## src/rtl/asmc_pkg.sv

```systemverilog
// constants and types shared by the converter control block
`default_nettype none

package asmc_pkg;

  // result width and frame figures
  localparam int unsigned RES_W          = 10;        // result word width
  localparam int unsigned SAMPLE_HALVES  = 3;         // sample phase in half serial cycles
  localparam int unsigned CONV_CYCLES    = 10;        // conversion serial cycles
  localparam int unsigned FRAME_PERIODS  = 15;        // serial periods in a full frame
  localparam int unsigned CNT_W          = 4;         // width of the serial cycle counter

  // mux configuration bit values
  localparam logic        MODE_DIFF      = 1'b0;      // input_mode_bit: differential
  localparam logic        MODE_SINGLE    = 1'b1;      // input_mode_bit: single ended
  localparam logic [1:0]  SEL_A          = 2'h0;      // positive_input/negative_input: input_a
  localparam logic [1:0]  SEL_B          = 2'h1;      // positive_input/negative_input: input_b
  localparam logic [1:0]  SEL_GND        = 2'h2;      // negative_input select: ground

  // reset values
  localparam logic [RES_W-1:0] RESULT_RST = 10'h000;  // result register after reset
  localparam logic [CNT_W-1:0] CNT_RST    = 4'h0;     // counter after reset
  localparam logic [2:0]       SYNC_RST   = 3'h7;     // synchroniser chain idle value (high)
  localparam logic [2:0]       SYNC_LOW   = 3'h0;     // synchroniser chain idle value (low)

  // sequencer states
  typedef enum logic [2:0] {
    ASMC_IDLE   = 3'b000,   // deselected, powered down
    ASMC_WAIT   = 3'b001,   // selected, waiting for the start marker
    ASMC_MODE   = 3'b010,   // take the mode bit
    ASMC_POL    = 3'b011,   // take the polarity bit
    ASMC_SAMPLE = 3'b100,   // sample and hold
    ASMC_CONV   = 3'b101,   // successive approximation, one bit per cycle
    ASMC_DONE   = 3'b110    // frame over, wait for deselect
  } asmc_state_t;

endpackage

`default_nettype wire

```

## src/rtl/asmc_sync.sv

```systemverilog
// three-stage synchroniser with agreement filter for an asynchronous pin
`timescale 1ns/1ns
`default_nettype none

module asmc_sync (
  input  wire logic clk_in,     // sampling clock
  input  wire logic rst_in,     // asynchronous reset, active high
  input  wire logic pin_in,     // raw pin from another domain
  input  wire logic rst_val_in, // inverts the level so reset reads the pin's idle state
  output var  logic level_out   // filtered level
);

  logic [2:0] chain_r;    // stage 0 is the metastability catcher
  logic [2:0] chain_nxt;  // next chain value
  logic       level_r;    // agreed level
  logic       level_nxt;  // next agreed level

  //////////////////////////////////////////////////////////////////////////////
  // next values: shift in, update level only when stages one and two agree
  always_comb begin
    chain_nxt = {chain_r[1:0], pin_in};
    level_nxt = level_r;
    if (chain_r[1] == chain_r[2]) begin
      level_nxt = chain_r[2];
    end
  end

  // registers; reset takes a constant only
  always_ff @(posedge clk_in or posedge rst_in) begin
    if (rst_in) begin
      chain_r <= asmc_pkg::SYNC_LOW;
      level_r <= 1'b0;
    end else begin
      chain_r <= chain_nxt;
      level_r <= level_nxt;
    end
  end

  assign level_out = level_r ^ rst_val_in;

endmodule

`default_nettype wire

```

## src/rtl/asmc_top.sv

```systemverilog
// serial control and mux sequencing for a two-channel sampling converter
`timescale 1ns/1ns
`default_nettype none

// Behaviour
// [RQ1] sample phase lasts one and half cycles
// [RQ2] conversion takes ten serial cycles
// [RQ3] each conversion yields a ten-bit result
// [RQ4] deselect forces shutdown until reselected
// [RQ5] result leaves most significant bit first
// [RQ6] latch mode bit then polarity bit
// [RQ7] mode zero: differential, polarity picks order
// [RQ8] mode one: single channel against ground
// [RQ9] leading zeros ignored; first one starts
// [RQ10] host raises select between conversions
// [RQ11] data output released while deselected
// [RQ12] frame spans fifteen serial periods
// [RQ13] sample on rising, change after falling
module asmc_top (
  input  wire logic       ref_clk_in,      // 25 MHz block clock
  input  wire logic       sys_rst_in,      // asynchronous reset, active high
  input  wire logic       sclk_in,         // serial clock from host
  input  wire logic       cs_n_in,         // chip select, active low
  input  wire logic       din_in,          // serial data in
  input  wire logic       cmp_in,          // comparator: 1 when dac below input
  output var  logic       dout_out,        // serial data out value
  output var  logic       dout_oe_out,     // serial data out drive enable
  output var  logic       shutdown_out,    // analog power down
  output var  logic       track_out,       // sample switch closed
  output var  logic [1:0] pos_sel_out,     // positive_input mux select
  output var  logic [1:0] neg_sel_out,     // negative_input mux select
  output var  logic [9:0] dac_code_out,    // trial code for the dac
  output var  logic [9:0] result_out,      // last complete result
  output var  logic       result_vld_out   // one-cycle pulse on new result
);

  //////////////////////////////////////////////////////////////////////////////
  // pin synchronisers
  logic sclk_s;   // filtered serial clock
  logic csn_s;    // filtered chip select
  logic din_s;    // filtered data in
  logic sclk_d_r; // previous filtered clock

  asmc_sync u_sync_clk (
    .clk_in     (ref_clk_in),
    .rst_in     (sys_rst_in),
    .pin_in     (sclk_in),
    .rst_val_in (1'b0),
    .level_out  (sclk_s)
  );
  // chip select idles high: invert through the filter so reset reads deselected
  asmc_sync u_sync_cs (
    .clk_in     (ref_clk_in),
    .rst_in     (sys_rst_in),
    .pin_in     (~cs_n_in),
    .rst_val_in (1'b1),
    .level_out  (csn_s)
  );
  asmc_sync u_sync_din (
    .clk_in     (ref_clk_in),
    .rst_in     (sys_rst_in),
    .pin_in     (din_in),
    .rst_val_in (1'b0),
    .level_out  (din_s)
  );

  logic rise; // rising serial edge seen
  logic fall; // falling serial edge seen
  // [RQ13] edge detection
  assign rise = sclk_s & ~sclk_d_r;
  assign fall = ~sclk_s & sclk_d_r;

  //////////////////////////////////////////////////////////////////////////////
  // mux decode, used for both select outputs
  function automatic logic [3:0] mux_sel(input logic mode, input logic pol);
    logic [1:0] p;
    logic [1:0] n;
    p = pol ? asmc_pkg::SEL_B : asmc_pkg::SEL_A;
    if (mode == asmc_pkg::MODE_DIFF) begin
      n = pol ? asmc_pkg::SEL_A : asmc_pkg::SEL_B;
    end else begin
      n = asmc_pkg::SEL_GND;
    end
    return {p, n};
  endfunction

  //////////////////////////////////////////////////////////////////////////////
  // sequencer state
  asmc_pkg::asmc_state_t st_r, st_nxt;            // sequencer state
  logic [3:0] cnt_r, cnt_nxt;                     // half or whole cycle counter
  logic       mode_r, mode_nxt;                   // latched input_mode_bit
  logic       pol_r, pol_nxt;                     // latched polarity bit
  logic [9:0] sar_r, sar_nxt;                     // approximation register
  logic [9:0] res_r, res_nxt;                     // result output register
  logic       vld_r, vld_nxt;                     // result pulse
  logic       dout_r, dout_nxt;                   // output bit
  logic       oe_r, oe_nxt;                       // output enable
  logic       pend_r, pend_nxt;                   // comparator bit awaiting a falling edge
  logic [3:0] sel_r, sel_nxt;                     // mux selects
  // next-state logic
  always_comb begin
    st_nxt   = st_r;
    cnt_nxt  = cnt_r;
    mode_nxt = mode_r;
    pol_nxt  = pol_r;
    sar_nxt  = sar_r;
    res_nxt  = res_r;
    vld_nxt  = 1'b0;
    dout_nxt = dout_r;
    oe_nxt   = oe_r;
    pend_nxt = pend_r;
    sel_nxt  = mux_sel(mode_r, pol_r);
    if (csn_s) begin
      // [RQ4] deselect aborts and powers down
      st_nxt   = asmc_pkg::ASMC_IDLE;
      // [RQ11] release data line
      oe_nxt   = 1'b0;
      dout_nxt = 1'b0;
      pend_nxt = 1'b0;
    end else begin
      case (st_r)
        asmc_pkg::ASMC_IDLE: begin
          // [RQ10] new frame only after a deselect
          st_nxt = asmc_pkg::ASMC_WAIT;
        end
        asmc_pkg::ASMC_WAIT: begin
          // [RQ9] first one is the start marker
          if (rise && din_s) begin
            st_nxt = asmc_pkg::ASMC_MODE;
          end
        end
        asmc_pkg::ASMC_MODE: begin
          // [RQ6] take mode bit
          if (rise) begin
            mode_nxt = din_s;
            st_nxt   = asmc_pkg::ASMC_POL;
          end
        end
        asmc_pkg::ASMC_POL: begin
          // [RQ6] take polarity bit, then sample
          if (rise) begin
            pol_nxt = din_s;
            cnt_nxt = asmc_pkg::CNT_RST;
            st_nxt  = asmc_pkg::ASMC_SAMPLE;
          end
        end
        asmc_pkg::ASMC_SAMPLE: begin
          // [RQ1] hold for three half cycles, ending on a falling edge
          if (rise || fall) begin
            cnt_nxt = cnt_r + 4'h1;
            if (cnt_r == 4'(asmc_pkg::SAMPLE_HALVES - 1)) begin
              cnt_nxt  = asmc_pkg::CNT_RST;
              sar_nxt  = 10'h200;
              oe_nxt   = 1'b1;   // null bit leads the result
              dout_nxt = 1'b0;
              st_nxt   = asmc_pkg::ASMC_CONV;
            end
          end
        end
        asmc_pkg::ASMC_CONV: begin
          // [RQ2] decide one bit per rising edge
          if (rise) begin
            sar_nxt[4'(asmc_pkg::RES_W - 1) - cnt_r] = cmp_in;
            if (cnt_r != 4'(asmc_pkg::CONV_CYCLES - 1)) begin
              sar_nxt[4'(asmc_pkg::RES_W - 2) - cnt_r] = 1'b1;
            end
            pend_nxt = cmp_in;
            cnt_nxt  = cnt_r + 4'h1;
          end
          // [RQ5] shift each decided bit out, msb first, after the fall
          if (fall && cnt_r != asmc_pkg::CNT_RST) begin
            dout_nxt = pend_r;
            if (cnt_r == 4'(asmc_pkg::CONV_CYCLES)) begin
              // [RQ3] ten-bit word complete
              res_nxt = sar_r;
              vld_nxt = 1'b1;
              st_nxt  = asmc_pkg::ASMC_DONE;
            end
          end
        end
        asmc_pkg::ASMC_DONE: begin
          // [RQ12] frame over; lsb stands until deselect
          st_nxt = asmc_pkg::ASMC_DONE;
        end
        default: begin
          st_nxt = asmc_pkg::ASMC_IDLE;
        end
      endcase
    end
  end
  // sequencer registers
  always_ff @(posedge ref_clk_in or posedge sys_rst_in) begin
    if (sys_rst_in) begin
      st_r     <= asmc_pkg::ASMC_IDLE;
      cnt_r    <= asmc_pkg::CNT_RST;
      mode_r   <= asmc_pkg::MODE_DIFF;
      pol_r    <= 1'b0;
      sar_r    <= asmc_pkg::RESULT_RST;
      res_r    <= asmc_pkg::RESULT_RST;
      vld_r    <= 1'b0;
      dout_r   <= 1'b0;
      oe_r     <= 1'b0;
      pend_r   <= 1'b0;
      sel_r    <= 4'h1;
      sclk_d_r <= 1'b0;
    end else begin
      st_r     <= st_nxt;
      cnt_r    <= cnt_nxt;
      mode_r   <= mode_nxt;
      pol_r    <= pol_nxt;
      sar_r    <= sar_nxt;
      res_r    <= res_nxt;
      vld_r    <= vld_nxt;
      dout_r   <= dout_nxt;
      oe_r     <= oe_nxt;
      pend_r   <= pend_nxt;
      sel_r    <= sel_nxt;
      sclk_d_r <= sclk_s;
    end
  end

  //////////////////////////////////////////////////////////////////////////////
  // outputs: all from flip-flops
  logic shut_r;  // power down register
  logic trk_r;   // track register
  always_ff @(posedge ref_clk_in or posedge sys_rst_in) begin
    if (sys_rst_in) begin
      shut_r <= 1'b1;
      trk_r  <= 1'b0;
    end else begin
      // [RQ4] powered only while a frame is selected
      shut_r <= (st_nxt == asmc_pkg::ASMC_IDLE);
      trk_r  <= (st_nxt == asmc_pkg::ASMC_SAMPLE);
    end
  end
  // [RQ7] [RQ8] mux selects from latched bits
  assign pos_sel_out    = sel_r[3:2];
  assign neg_sel_out    = sel_r[1:0];
  assign dout_out       = dout_r;
  assign dout_oe_out    = oe_r;
  assign shutdown_out   = shut_r;
  assign track_out      = trk_r;
  assign dac_code_out   = sar_r;
  assign result_out     = res_r;
  assign result_vld_out = vld_r;

  //////////////////////////////////////////////////////////////////////////////
  // assertions
  property p_hiz_desel;
    @(posedge ref_clk_in) disable iff (sys_rst_in)
      csn_s |=> !dout_oe_out;
  endproperty
  a_hiz_desel: assert property (p_hiz_desel) else $error("dout driven while deselected"); // [RQ11]
  property p_shut_desel;
    @(posedge ref_clk_in) disable iff (sys_rst_in)
      csn_s |=> shutdown_out;
  endproperty
  a_shut_desel: assert property (p_shut_desel) else $error("not shut down when deselected"); // [RQ4]
  property p_conv_len;
    @(posedge ref_clk_in) disable iff (sys_rst_in)
      (st_r == asmc_pkg::ASMC_CONV && rise && !csn_s) |=> (cnt_r <= 4'(asmc_pkg::CONV_CYCLES));
  endproperty
  a_conv_len: assert property (p_conv_len) else $error("conversion ran past ten bits"); // [RQ2]
  property p_sample_end;
    @(posedge ref_clk_in) disable iff (sys_rst_in)
      (st_r == asmc_pkg::ASMC_SAMPLE && st_nxt == asmc_pkg::ASMC_CONV) |-> fall;
  endproperty
  a_sample_end: assert property (p_sample_end) else $error("sample phase not ended on fall"); // [RQ1]
  property p_start;
    @(posedge ref_clk_in) disable iff (sys_rst_in)
      (st_r == asmc_pkg::ASMC_WAIT && rise && !din_s) |=> st_r != asmc_pkg::ASMC_MODE;
  endproperty
  a_start: assert property (p_start) else $error("zero taken as start marker"); // [RQ9]
  property p_sel;
    @(posedge ref_clk_in) disable iff (sys_rst_in)
      (mode_r == asmc_pkg::MODE_SINGLE) && $stable(mode_r) |=> neg_sel_out == asmc_pkg::SEL_GND;
  endproperty
  a_sel: assert property (p_sel) else $error("single ended not ground referenced"); // [RQ8]
  property p_diff;
    @(posedge ref_clk_in) disable iff (sys_rst_in)
      (mode_r == asmc_pkg::MODE_DIFF) && $stable({mode_r, pol_r})
        |=> pos_sel_out != neg_sel_out && neg_sel_out != asmc_pkg::SEL_GND;
  endproperty
  a_diff: assert property (p_diff) else $error("differential selects wrong"); // [RQ7]
  property p_vld;
    @(posedge ref_clk_in) disable iff (sys_rst_in)
      result_vld_out |-> result_out == dac_code_out && dout_out == dac_code_out[0];
  endproperty
  a_vld: assert property (p_vld) else $error("result not matching lsb out"); // [RQ3]
  property p_edges;
    @(posedge ref_clk_in) disable iff (sys_rst_in)
      $changed(dout_out) && !csn_s |-> $past(fall) || $past(st_r) == asmc_pkg::ASMC_SAMPLE;
  endproperty
  a_edges: assert property (p_edges) else $error("dout changed off a falling edge"); // [RQ13]

endmodule

`default_nettype wire

```

## config.mk

```make
export PLATFORM = sky130hd
export DESIGN_NAME = asmc_top
export DESIGN_NICKNAME = d
export VERILOG_FILES = /design/src/rtl/asmc_pkg.sv /design/src/rtl/asmc_sync.sv /design/src/rtl/asmc_top.sv
export SDC_FILE = /design/constraint.sdc
export NUM_CORES = 1
export LEC_CHECK = 0
export BUFFER_PORTS_ARGS = -buffer_cell sky130_fd_sc_hd__buf_2
export CORE_MARGIN = 2
export CORE_UTILIZATION = 57
export CTS_CLUSTER_SIZE = 14
export DETAILED_ROUTE_END_ITERATION = 7
export PLACE_DENSITY = 0.79
export SYNTH_ARGS = -nofsm -noshare
export SYNTH_HDL_FRONTEND = slang
export SYNTH_SLANG_ARGS = --single-unit
```

## constraint.sdc

```tcl
create_clock -name ref_clk_in -period 2.5 [get_ports ref_clk_in]
set_input_delay 0.5 -clock ref_clk_in [delete_from_list [all_inputs] [get_ports ref_clk_in]]
set_output_delay 0.5 -clock ref_clk_in [all_outputs]
set_load 0.02 [all_outputs]
```

* Word level (Yosys, flattened, before mapping) *
Index checks and enable logic that the tools add are counted.

operators by class
  add/sub/neg operators = 3
  multiply operators = 0
  div/mod/pow operators = 0
  $lt $le $gt $ge = 4
  equality and inequality tests = 26
  shift operators = 0
  mux-type cells = 43
  bitwise gates (word level) = 6
  reduce and logical (&&, ||, !) cells = 18

operators with widths
  kind                   number
  $mux W10               4
  $mux W3                8
  $pmux W3 S7            1
  $pmux W10 S2           1
  $mux W1                19
  $ne A2 B2 Y1 const B   9
  $mux W4                4
  $eq A3 B3 Y1 const B   4
  $ne A3 B3 Y1 const B   4
  $pmux W4 S3            1
  $bwmux W10             1
  $lt A4 B5 Y1 const B   2
  $or A10 B10 Y10        1
  $reduce_and A5 Y1      2
  $reduce_and A3 Y1      3
  $demux W1 S4           2
  $ge A4 B1 Y1 const B   2
  $reduce_and A4 Y1      2
  $sub A4 B4 Y4 const A  2
  $eq A3 B2 Y1 const B   2
  $logic_not A3 Y1       2
  $add A4 B1 Y4 const B  1
  $eq A4 B2 Y1 const B   1
  $eq A4 B4 Y1 const B   1
  other kinds (13)       21

storage, ports and cells
  bits in registers = 51
  bits in latches = 0
  RAM bits = 0
  memory bits (read-only) = 0
  input port bits = 6
  output and inout bits = 29
  word-level logic and storage cells = 120
  memories kept = 0

* Logic depth before layout (Yosys ltp) *
Gate-level depths: netlist of the first run.

  depth after elaboration = 10
  depth in mapped cells = 8
  gate-level depth less buffers = 6

* Hierarchy *
A second synthesis of the first run with hierarchy kept.

second synthesis, totals
  cells, all modules = 233
  area total of the unflattened synthesis = 2561.2 um^2

by module, submodules not included
  module     instances  cells an instance  area an instance (um^2)  sequential area each (um^2)
  asmc_top   1          212                2189.6                   978.4
  asmc_sync  3          7                  123.9                    100.1

* Least setup slack after synthesis of the first run *
OpenSTA, ideal clock, no wires.

  path type = register to register
  start = register cnt_r[0]
  end = register sar_r[5], in the netlist dac_code_out[5]
  library setup time = 0.126 ns
  data arrival time = 1.973 ns
  required time = 2.374 ns
  path slack = 0.401 ns
  stages on the path, launching flop included = 8
  path buffers = 2
  clock period less this slack = 2.099 ns
  path through = dfrtp_1 inv_1 ha_1 buf_4 or3b_1 buf_2 o32a_4 a221o_1

on the way
  word-level cells in the longest chain between the ends = 10
  elaborated cells on any way between the ends = 21
  classes of those cells = 2 x add/sub; 4 x order compare; 3 x eq/ne; 8 x mux; 1 x bitwise; 3 x reduce/logical

RTL lines
  element                                                                    line             RTL
  from (decl)                                                                asmc_top.sv:90   logic [3:0] cnt_r, cnt_nxt;
  from (signal assigned)                                                     asmc_top.sv:195  cnt_r <= asmc_pkg::CNT_RST;
  from (signal assigned)                                                     asmc_top.sv:208  cnt_r <= cnt_nxt;
  $sub A4 B4 Y4                                                              asmc_top.sv:163  sar_nxt[4'(asmc_pkg::RES_W - 1) - cnt_r] = cmp_in;
  $lt A4 B5 Y1 (not written as such) / $ge A4 B1 Y1 (equally long branches)  asmc_top.sv:163
  $logic_and A1 B1 Y1 (not written as such)                                  asmc_top.sv:163
  $mux W1 (not written as such)                                              asmc_top.sv:163
  $demux W1 S4                                                               asmc_top.sv:163
  $bwmux W10                                                                 asmc_top.sv:163
  $or A10 B10 Y10 (no source line)                                           n/a
  $mux W10                                                                   asmc_top.sv:164  if (cnt_r != 4'(asmc_pkg::CONV_CYCLES - 1)) begin
  $mux W10                                                                   asmc_top.sv:162  if (rise) begin
  $pmux W10 S2                                                               asmc_top.sv:121  case (st_r)
  to (signal assigned)                                                       asmc_top.sv:198  sar_r <= asmc_pkg::RESULT_RST;
  to (signal assigned)                                                       asmc_top.sv:211  sar_r <= sar_nxt;
  to (decl)                                                                  asmc_top.sv:93   logic [9:0] sar_r, sar_nxt;

Several ways; a longest one is shown, not always the timed one. The select of a mux whose other input is x is not followed.
A chain may end at the register's enable or synchronous reset.

* Final worst setup path of the first run *
  start = register cnt_r[0]
  end = register sar_r[6], in the netlist dac_code_out[6]

Same word-level chain as after synthesis.

==> metrics, run 1 <==
PortBufs 33; slew margin rel. 0.616; met2 wire length 2.17 mm; number of DRC markers in iteration 0 214; total gr overflow 0; Post-synth EDFFs 0; Mapped Cells 225; slowest CP cell or3b_1; height of the die 70.2 um; post-synthesis sequential area ratio 0.512; Final nets 274; routed len/inst 15.4 um; Die X 70.2 um; worst endpoint required time 2.70 ns; dpl hpwl 3.41 mm; Slew Viols, Final 0; setup repair bufs after CTS 0; crit-path leading delay family compound AO/OA/AOI/OAI gates; ANT cells 0; Fin Clk Skew 0.00555 ns; initial core utilization 0.582; Layout Cells excl Fill 312; Seq cells post-synth 51; Worst setup EP type flop; Syn Area/Cell 11.1 sq um; outcome complete, no violations; H-tree Lvls 2; RD Place Congestion 0.950; FF-to-FF setup slack 0.20 ns; vias in the first global route 1693; initial antenna violation count 0; P_leak 1.34 nW; Clock Latency Late Sink 0.30 ns; FMAX 0.435 GHz; Worst Path Arrival 2.49 ns; met3 wire length 296 um; GRT Overall Usage 0.213; cts bufs inserted 5; final setup TNS 0 ns; Startpoint Class flop; cell taking the most area after synthesis dfrtp_1; Setup Crit Path Kind flop to flop; HP Class input port to asynchronous set/reset pin; top cell type's share of synthesized area 0.490; fin worst setup slack 0.203 ns; crit share post-route 0.919; synth unique cells 55; pre-CTS WS 0.237 ns; setup violators final 0; CP Max Fanout 9; synth-to-layout area growth 12.3%; Die ar. 4930 sq um; Final min period 2.30 ns; Primary FF master, synth dfrtp_1; pin count of the biggest net entering global routing 27; clock buffer depth 2; Synth area leaders dfrtp_1 (49%), mux2_2 (5.4%), ha_1 (4.5%); global-route wire length before repair 8.35 mm; Syn Nets 240; FP Rows 24; final wirelength 4.80 mm; layout cells sized above 1 0.254; uppermost routed layer met4; CTS root buf clkbuf_8; TritonCTS clock tree yes; IO Pins 35; Async SR Flop Fraction 1.00; Synth warnings 0; RSZ-0062 raised after global routing no; First-pass DRT Iterations 4; WP buf/inv 1; core footprint 4290 sq um; Worst-Margin Slew 0.574 ns; CP max stage delay 0.49 ns; # placed instances 304; Clock Sinks 51; Post-CTS Hold Buffers 0; Post-DRT Antenna Nets 0; pwr dens 528 nW/um^2; max-cap violation count 0; Clock Pin Slew Worst Setup and Hold Paths 0.09 ns; Post-Syn Area 2500 sq um; Cell Chain, Critical Path inv_1 -> ha_1 -> or3b_1 -> o32ai_2 -> o21ai_1 -> a221o_1; via-per-instance ratio 5.89; DRC violations left 0; post-cts gate resize count 0; routed vias 1837; WHS 0.234 ns; final hold vios 0; M1 WL 2.25 mm; Max VDD drop 0.000318 V; Layout Utilization 0.654
==> power by group <==
group          switching [mW]  total, mW  internal, mW
clock                   0.267      0.463         0.196
combinational          0.0801      0.128        0.0479
sequential             0.0293      0.892         0.863
==> flip-flops by register name, summed over array words and instances (netlist names) <==
name / flops
u_sync_clk.level_r: 1
dout_out: 1
pend_r: 1
result_out: 10
u_sync_clk.chain_r: 3
pol_r: 1
u_sync_cs.chain_r: 3
u_sync_cs.level_r: 1
sclk_d_r: 1
track_out: 1
shutdown_out: 1
u_sync_din.level_r: 1
dac_code_out: 10
result_vld_out: 1
dout_oe_out: 1
mode_r: 1
st_r: 3
cnt_r: 4
u_sync_din.chain_r: 3
sel_r: 3
==> metrics by stage <==
stage,cell area (sq um),total power [mW]
2_1_floorplan,2500,0.992
3_3_place_gp,2720,1.03
3_5_place_dp,2720,1.04
4_1_cts,2810,1.50
5_1_grt,2810,1.54
6_report,2810,1.48
==> synthesized netlist by cell type (4+ instances only) <==
cell type and n:
nor2_1 10, a21oi_1 6, nor3_1 4, ha_1 9
nand2_1 14, inv_1 11, mux2_2 12, nand4_1 4
clkbuf_1 5, nand3_1 6, o21ai_0 8, and3_1 8
o21ai_1 4, buf_2 4, o211ai_1 5, dfrtp_1 49
nor3b_1 5
==> logic make-up (layout without fill, tap and decap cells) <==
family / count (synthesis) / in the layout / synth area share
AND/OR/NAND/NOR: 69 / 69 / 0.157
flip-flops: 51 / 51 / 0.512
AO/OA/AOI/OAI: 49 / 49 / 0.147
buffers and inverters: 23 / 58 / 0.0425
multiplexers: 15 / 15 / 0.0661
adder cells (fa/ha/maj): 12 / 12 / 0.0571
XOR/XNOR: 5 / 5 / 0.0175
other: 1 / 1 / 0.00150
==> worst reg2reg max path: cells and delay by family (launching register included) <==
kind                     cells  cell delay [ns]
flip-flops                   1             0.47
adder cells (fa/ha/maj)      1             0.31
buffers and inverters        1             0.12
AO/OA/AOI/OAI                3             0.80
AND/OR/NAND/NOR              1             0.49
==> area by class of cell <==
type | instances | area, sq um
inverter | 11 | 41.3
clock buffer | 6 | 72.6
tap | 52 | 65.1
clock inverter | 2 | 12.5
sequential | 51 | 1280
multi-input combinational | 151 | 1110
fill | 336 | 1490
timing repair buffer | 39 | 223
==> cell usage in the layout (no fill, tap or decap), drive strengths merged, types with 2 or more instances in the layout <==
master	Yosys	routed
nand2b	3	3
a21oi	6	6
dfrtp	49	49
o32ai	2	2
inv	11	11
a221o	3	3
maj3	3	3
o22a	2	2
o21ai	12	12
o21ba	2	2
and3	8	8
mux2	12	12
mux2i	3	3
nand2	14	14
ha	9	9
or4b	2	2
a22o	2	2
xor2	2	2
dfstp	2	2
xnor2	3	3
nand3b	3	3
clkbuf	5	6
nand4	4	4
nand3	6	6
nor3b	5	5
nor2b	3	3
nor2	10	10
nor3	4	4
buf	7	39
a211o	2	2
o211ai	5	5
a31oi	3	3
==> per-layer routing <==
metal / vias up / track usage
met1: 878 / 0.331
met4: 0 / 0.0812
met2: 70 / 0.301
met5: - / 0
met3: 8 / 0.0303
li1: 881 / -
==> worst paths after layout <==
check | depth (start not counted) | from | to
hold / removal | 2 | sys_rst_in | result_out[9]
min in group ref_clk_in | 1 | sclk_in | u_sync_clk.chain_r[0]
setup reg to reg | 6 | cnt_r[0] | dac_code_out[6]
setup / recovery | 6 | cnt_r[0] | dac_code_out[6]
max in group asynchronous | 3 | sys_rst_in | shutdown_out
hold reg to reg | 0 | u_sync_din.chain_r[0] | u_sync_din.chain_r[1]
No activity file was read; power rests on OpenSTA's default activity.
==> run 2: changes to the inputs <==
Settings changed: CORE_ASPECT_RATIO from default to 0.5, HOLD_SLACK_MARGIN from default to 0.08.
==> run 2 against run 1 <==
Power up 4.3%. Clock skew is 0.0013 ns higher. Non-clock buffer count grew 2. Clock-buffer cell count is 1 higher. Utilization rose by 4.9 points. Via count up 2.9%. Fmax increased by 6.6%. Largest cell class unchanged. Highest routed layer unchanged. Worst hold slack worse by 0.019 ns. Critical path type unchanged. Critical endpoint unchanged. Register-to-register slack gained 0.14 ns. Critical path depth stayed put. Sequential power increased by 0.8%.
==> metrics, run 2 (synthesis gave the netlist of run 1 again) <==
synth-to-layout area growth 13.8%; PortBufs 33; post-route design area 2840 sq um; final setup TNS 0 ns; post-cts gate resize count 0; slowest CP cell or4b_4; commonest non-fill, non-tap cells in the layout dfrtp_1 (49), buf_2 (33), nand2_1 (14); Layout Cells excl Fill 316; Die X 97.7 um; CP Max Fanout 5; vias in the first global route 1869; Fin Clk Skew 0.00684 ns; core footprint 4040 sq um; Multi-input gate area 1110 sq um; pre-CTS WS 0.366 ns; most common cell after layout, fill and taps aside dfrtp_1; RSZ-0062 raised after global routing no; pin count of the biggest net entering global routing 52; total gr overflow 0; routed vias 1890; IO Pins 35; TritonCTS clock tree yes; via-per-instance ratio 5.98; Post-CTS Hold Buffers 0; Final Total Pwr 1.55 mW; Reg2Reg Depth 6; outcome complete, no violations; final hold vios 0; Worst Path Arrival 2.35 ns; Layout Utilization 0.703; P_leak 1.35 nW; setup repair bufs after CTS 0; CTS root buf clkbuf_8; routed len/inst 17.1 um; First-pass DRT Iterations 4; pwr dens 544 nW/um^2; Startpoint Class flop; DP Area 2740 sq um; layout cells sized above 1 0.263; FF-to-FF setup slack 0.35 ns; H-tree Lvls 2; Worst-Margin Slew 0.649 ns; Post-DRT Antenna Nets 0; FMAX 0.464 GHz; number of DRC markers in iteration 0 119; ANT cells 0; max-cap violation count 0; setup violators final 0; Clock Latency Late Sink 0.30 ns; dpl hpwl 3.75 mm; flip-flop and latch area 1280 sq um; height of the die 50.8 um; global-route wire length before repair 9.34 mm; Clock Pin Slew Worst Setup and Hold Paths 0.09 ns; slew margin rel. 0.564; # placed instances 308; WHS 0.215 ns; R2R Path End dac_code_out[6]; Setup crit start u_sync_clk.level_r; initial antenna violation count 0; Slew Viols, Final 0; Worst Setup EP dac_code_out[6]; Clock Sinks 51; FP Rows 16; Filler cells 327; Cell Chain, Critical Path inv_1 -> ha_1 -> or4b_4 -> o32ai_2 -> o21ai_1 -> a221o_1; cts bufs inserted 5; Worst setup EP type flop; Die ar. 4960 sq um; Setup Crit Path Kind flop to flop; final wirelength 5.41 mm; RD Place Congestion 0.905; Final min period 2.15 ns; worst r2r src u_sync_clk.level_r; clock buffer depth 2; GRT Overall Usage 0.241; initial core utilization 0.618; Max VDD drop 0.000388 V; CP max stage delay 0.52 ns; fin worst setup slack 0.345 ns; DRC violations left 0; Final nets 276; HP Class input port to asynchronous set/reset pin; crit share post-route 0.862; worst endpoint required time 2.69 ns
==> run 2: layout make-up <==
cell class / count / share of cell area
Clock buffer: 7 / 0.0339
Clock inverter: 1 / 0.00264
Tap cell: 54 / 0.0238
Inverter: 11 / 0.0145
Sequential cell: 51 / 0.450
Multi-Input combinational cell: 151 / 0.392
Timing Repair Buffer: 41 / 0.0836
==> run 2: worst max-delay path, delay by kind of cell, from the launching register on <==
family / cells / cell delay [ns]
flip-flops: 1 / 0.43
adder cells (fa/ha/maj): 1 / 0.30
AND/OR/NAND/NOR: 1 / 0.52
AO/OA/AOI/OAI: 3 / 0.73
buffers and inverters: 1 / 0.07
==> run 2: worst min-delay path by stage <==
stage | slack, ns | from | depth (start not counted) | endpoint
after global placement | 0.33 | u_sync_cs.chain_r[0] | 0 | u_sync_cs.chain_r[1]
after floorplan | 0.33 | u_sync_clk.chain_r[0] | 0 | u_sync_clk.chain_r[1]
after CTS | 0.23 | sys_rst_in | 3 | u_sync_cs.chain_r[0]
final | 0.21 | sys_rst_in | 3 | u_sync_cs.chain_r[0]
after detailed placement | 0.34 | u_sync_din.chain_r[0] | 0 | u_sync_din.chain_r[1]
after global routing | 0.25 | sys_rst_in | 3 | cnt_r[2]
==> run 2: where the power goes <==
part	total [mW]	leakage, nW	switching [mW]	internal, mW
combinational	0.123	0.657	0.0775	0.0454
clock	0.526	0.0505	0.274	0.252
sequential	0.899	0.647	0.0358	0.863
total	1.55	1.35	0.387	1.16
==> run 2: metal layers <==
layer  global-route usage  wire (um)  up-vias
met5                    0          0        -
met1                0.337       2440      915
met2                0.390       2540       72
met4               0.0602         61        0
li1                     -          -      894
met3               0.0547        365        9
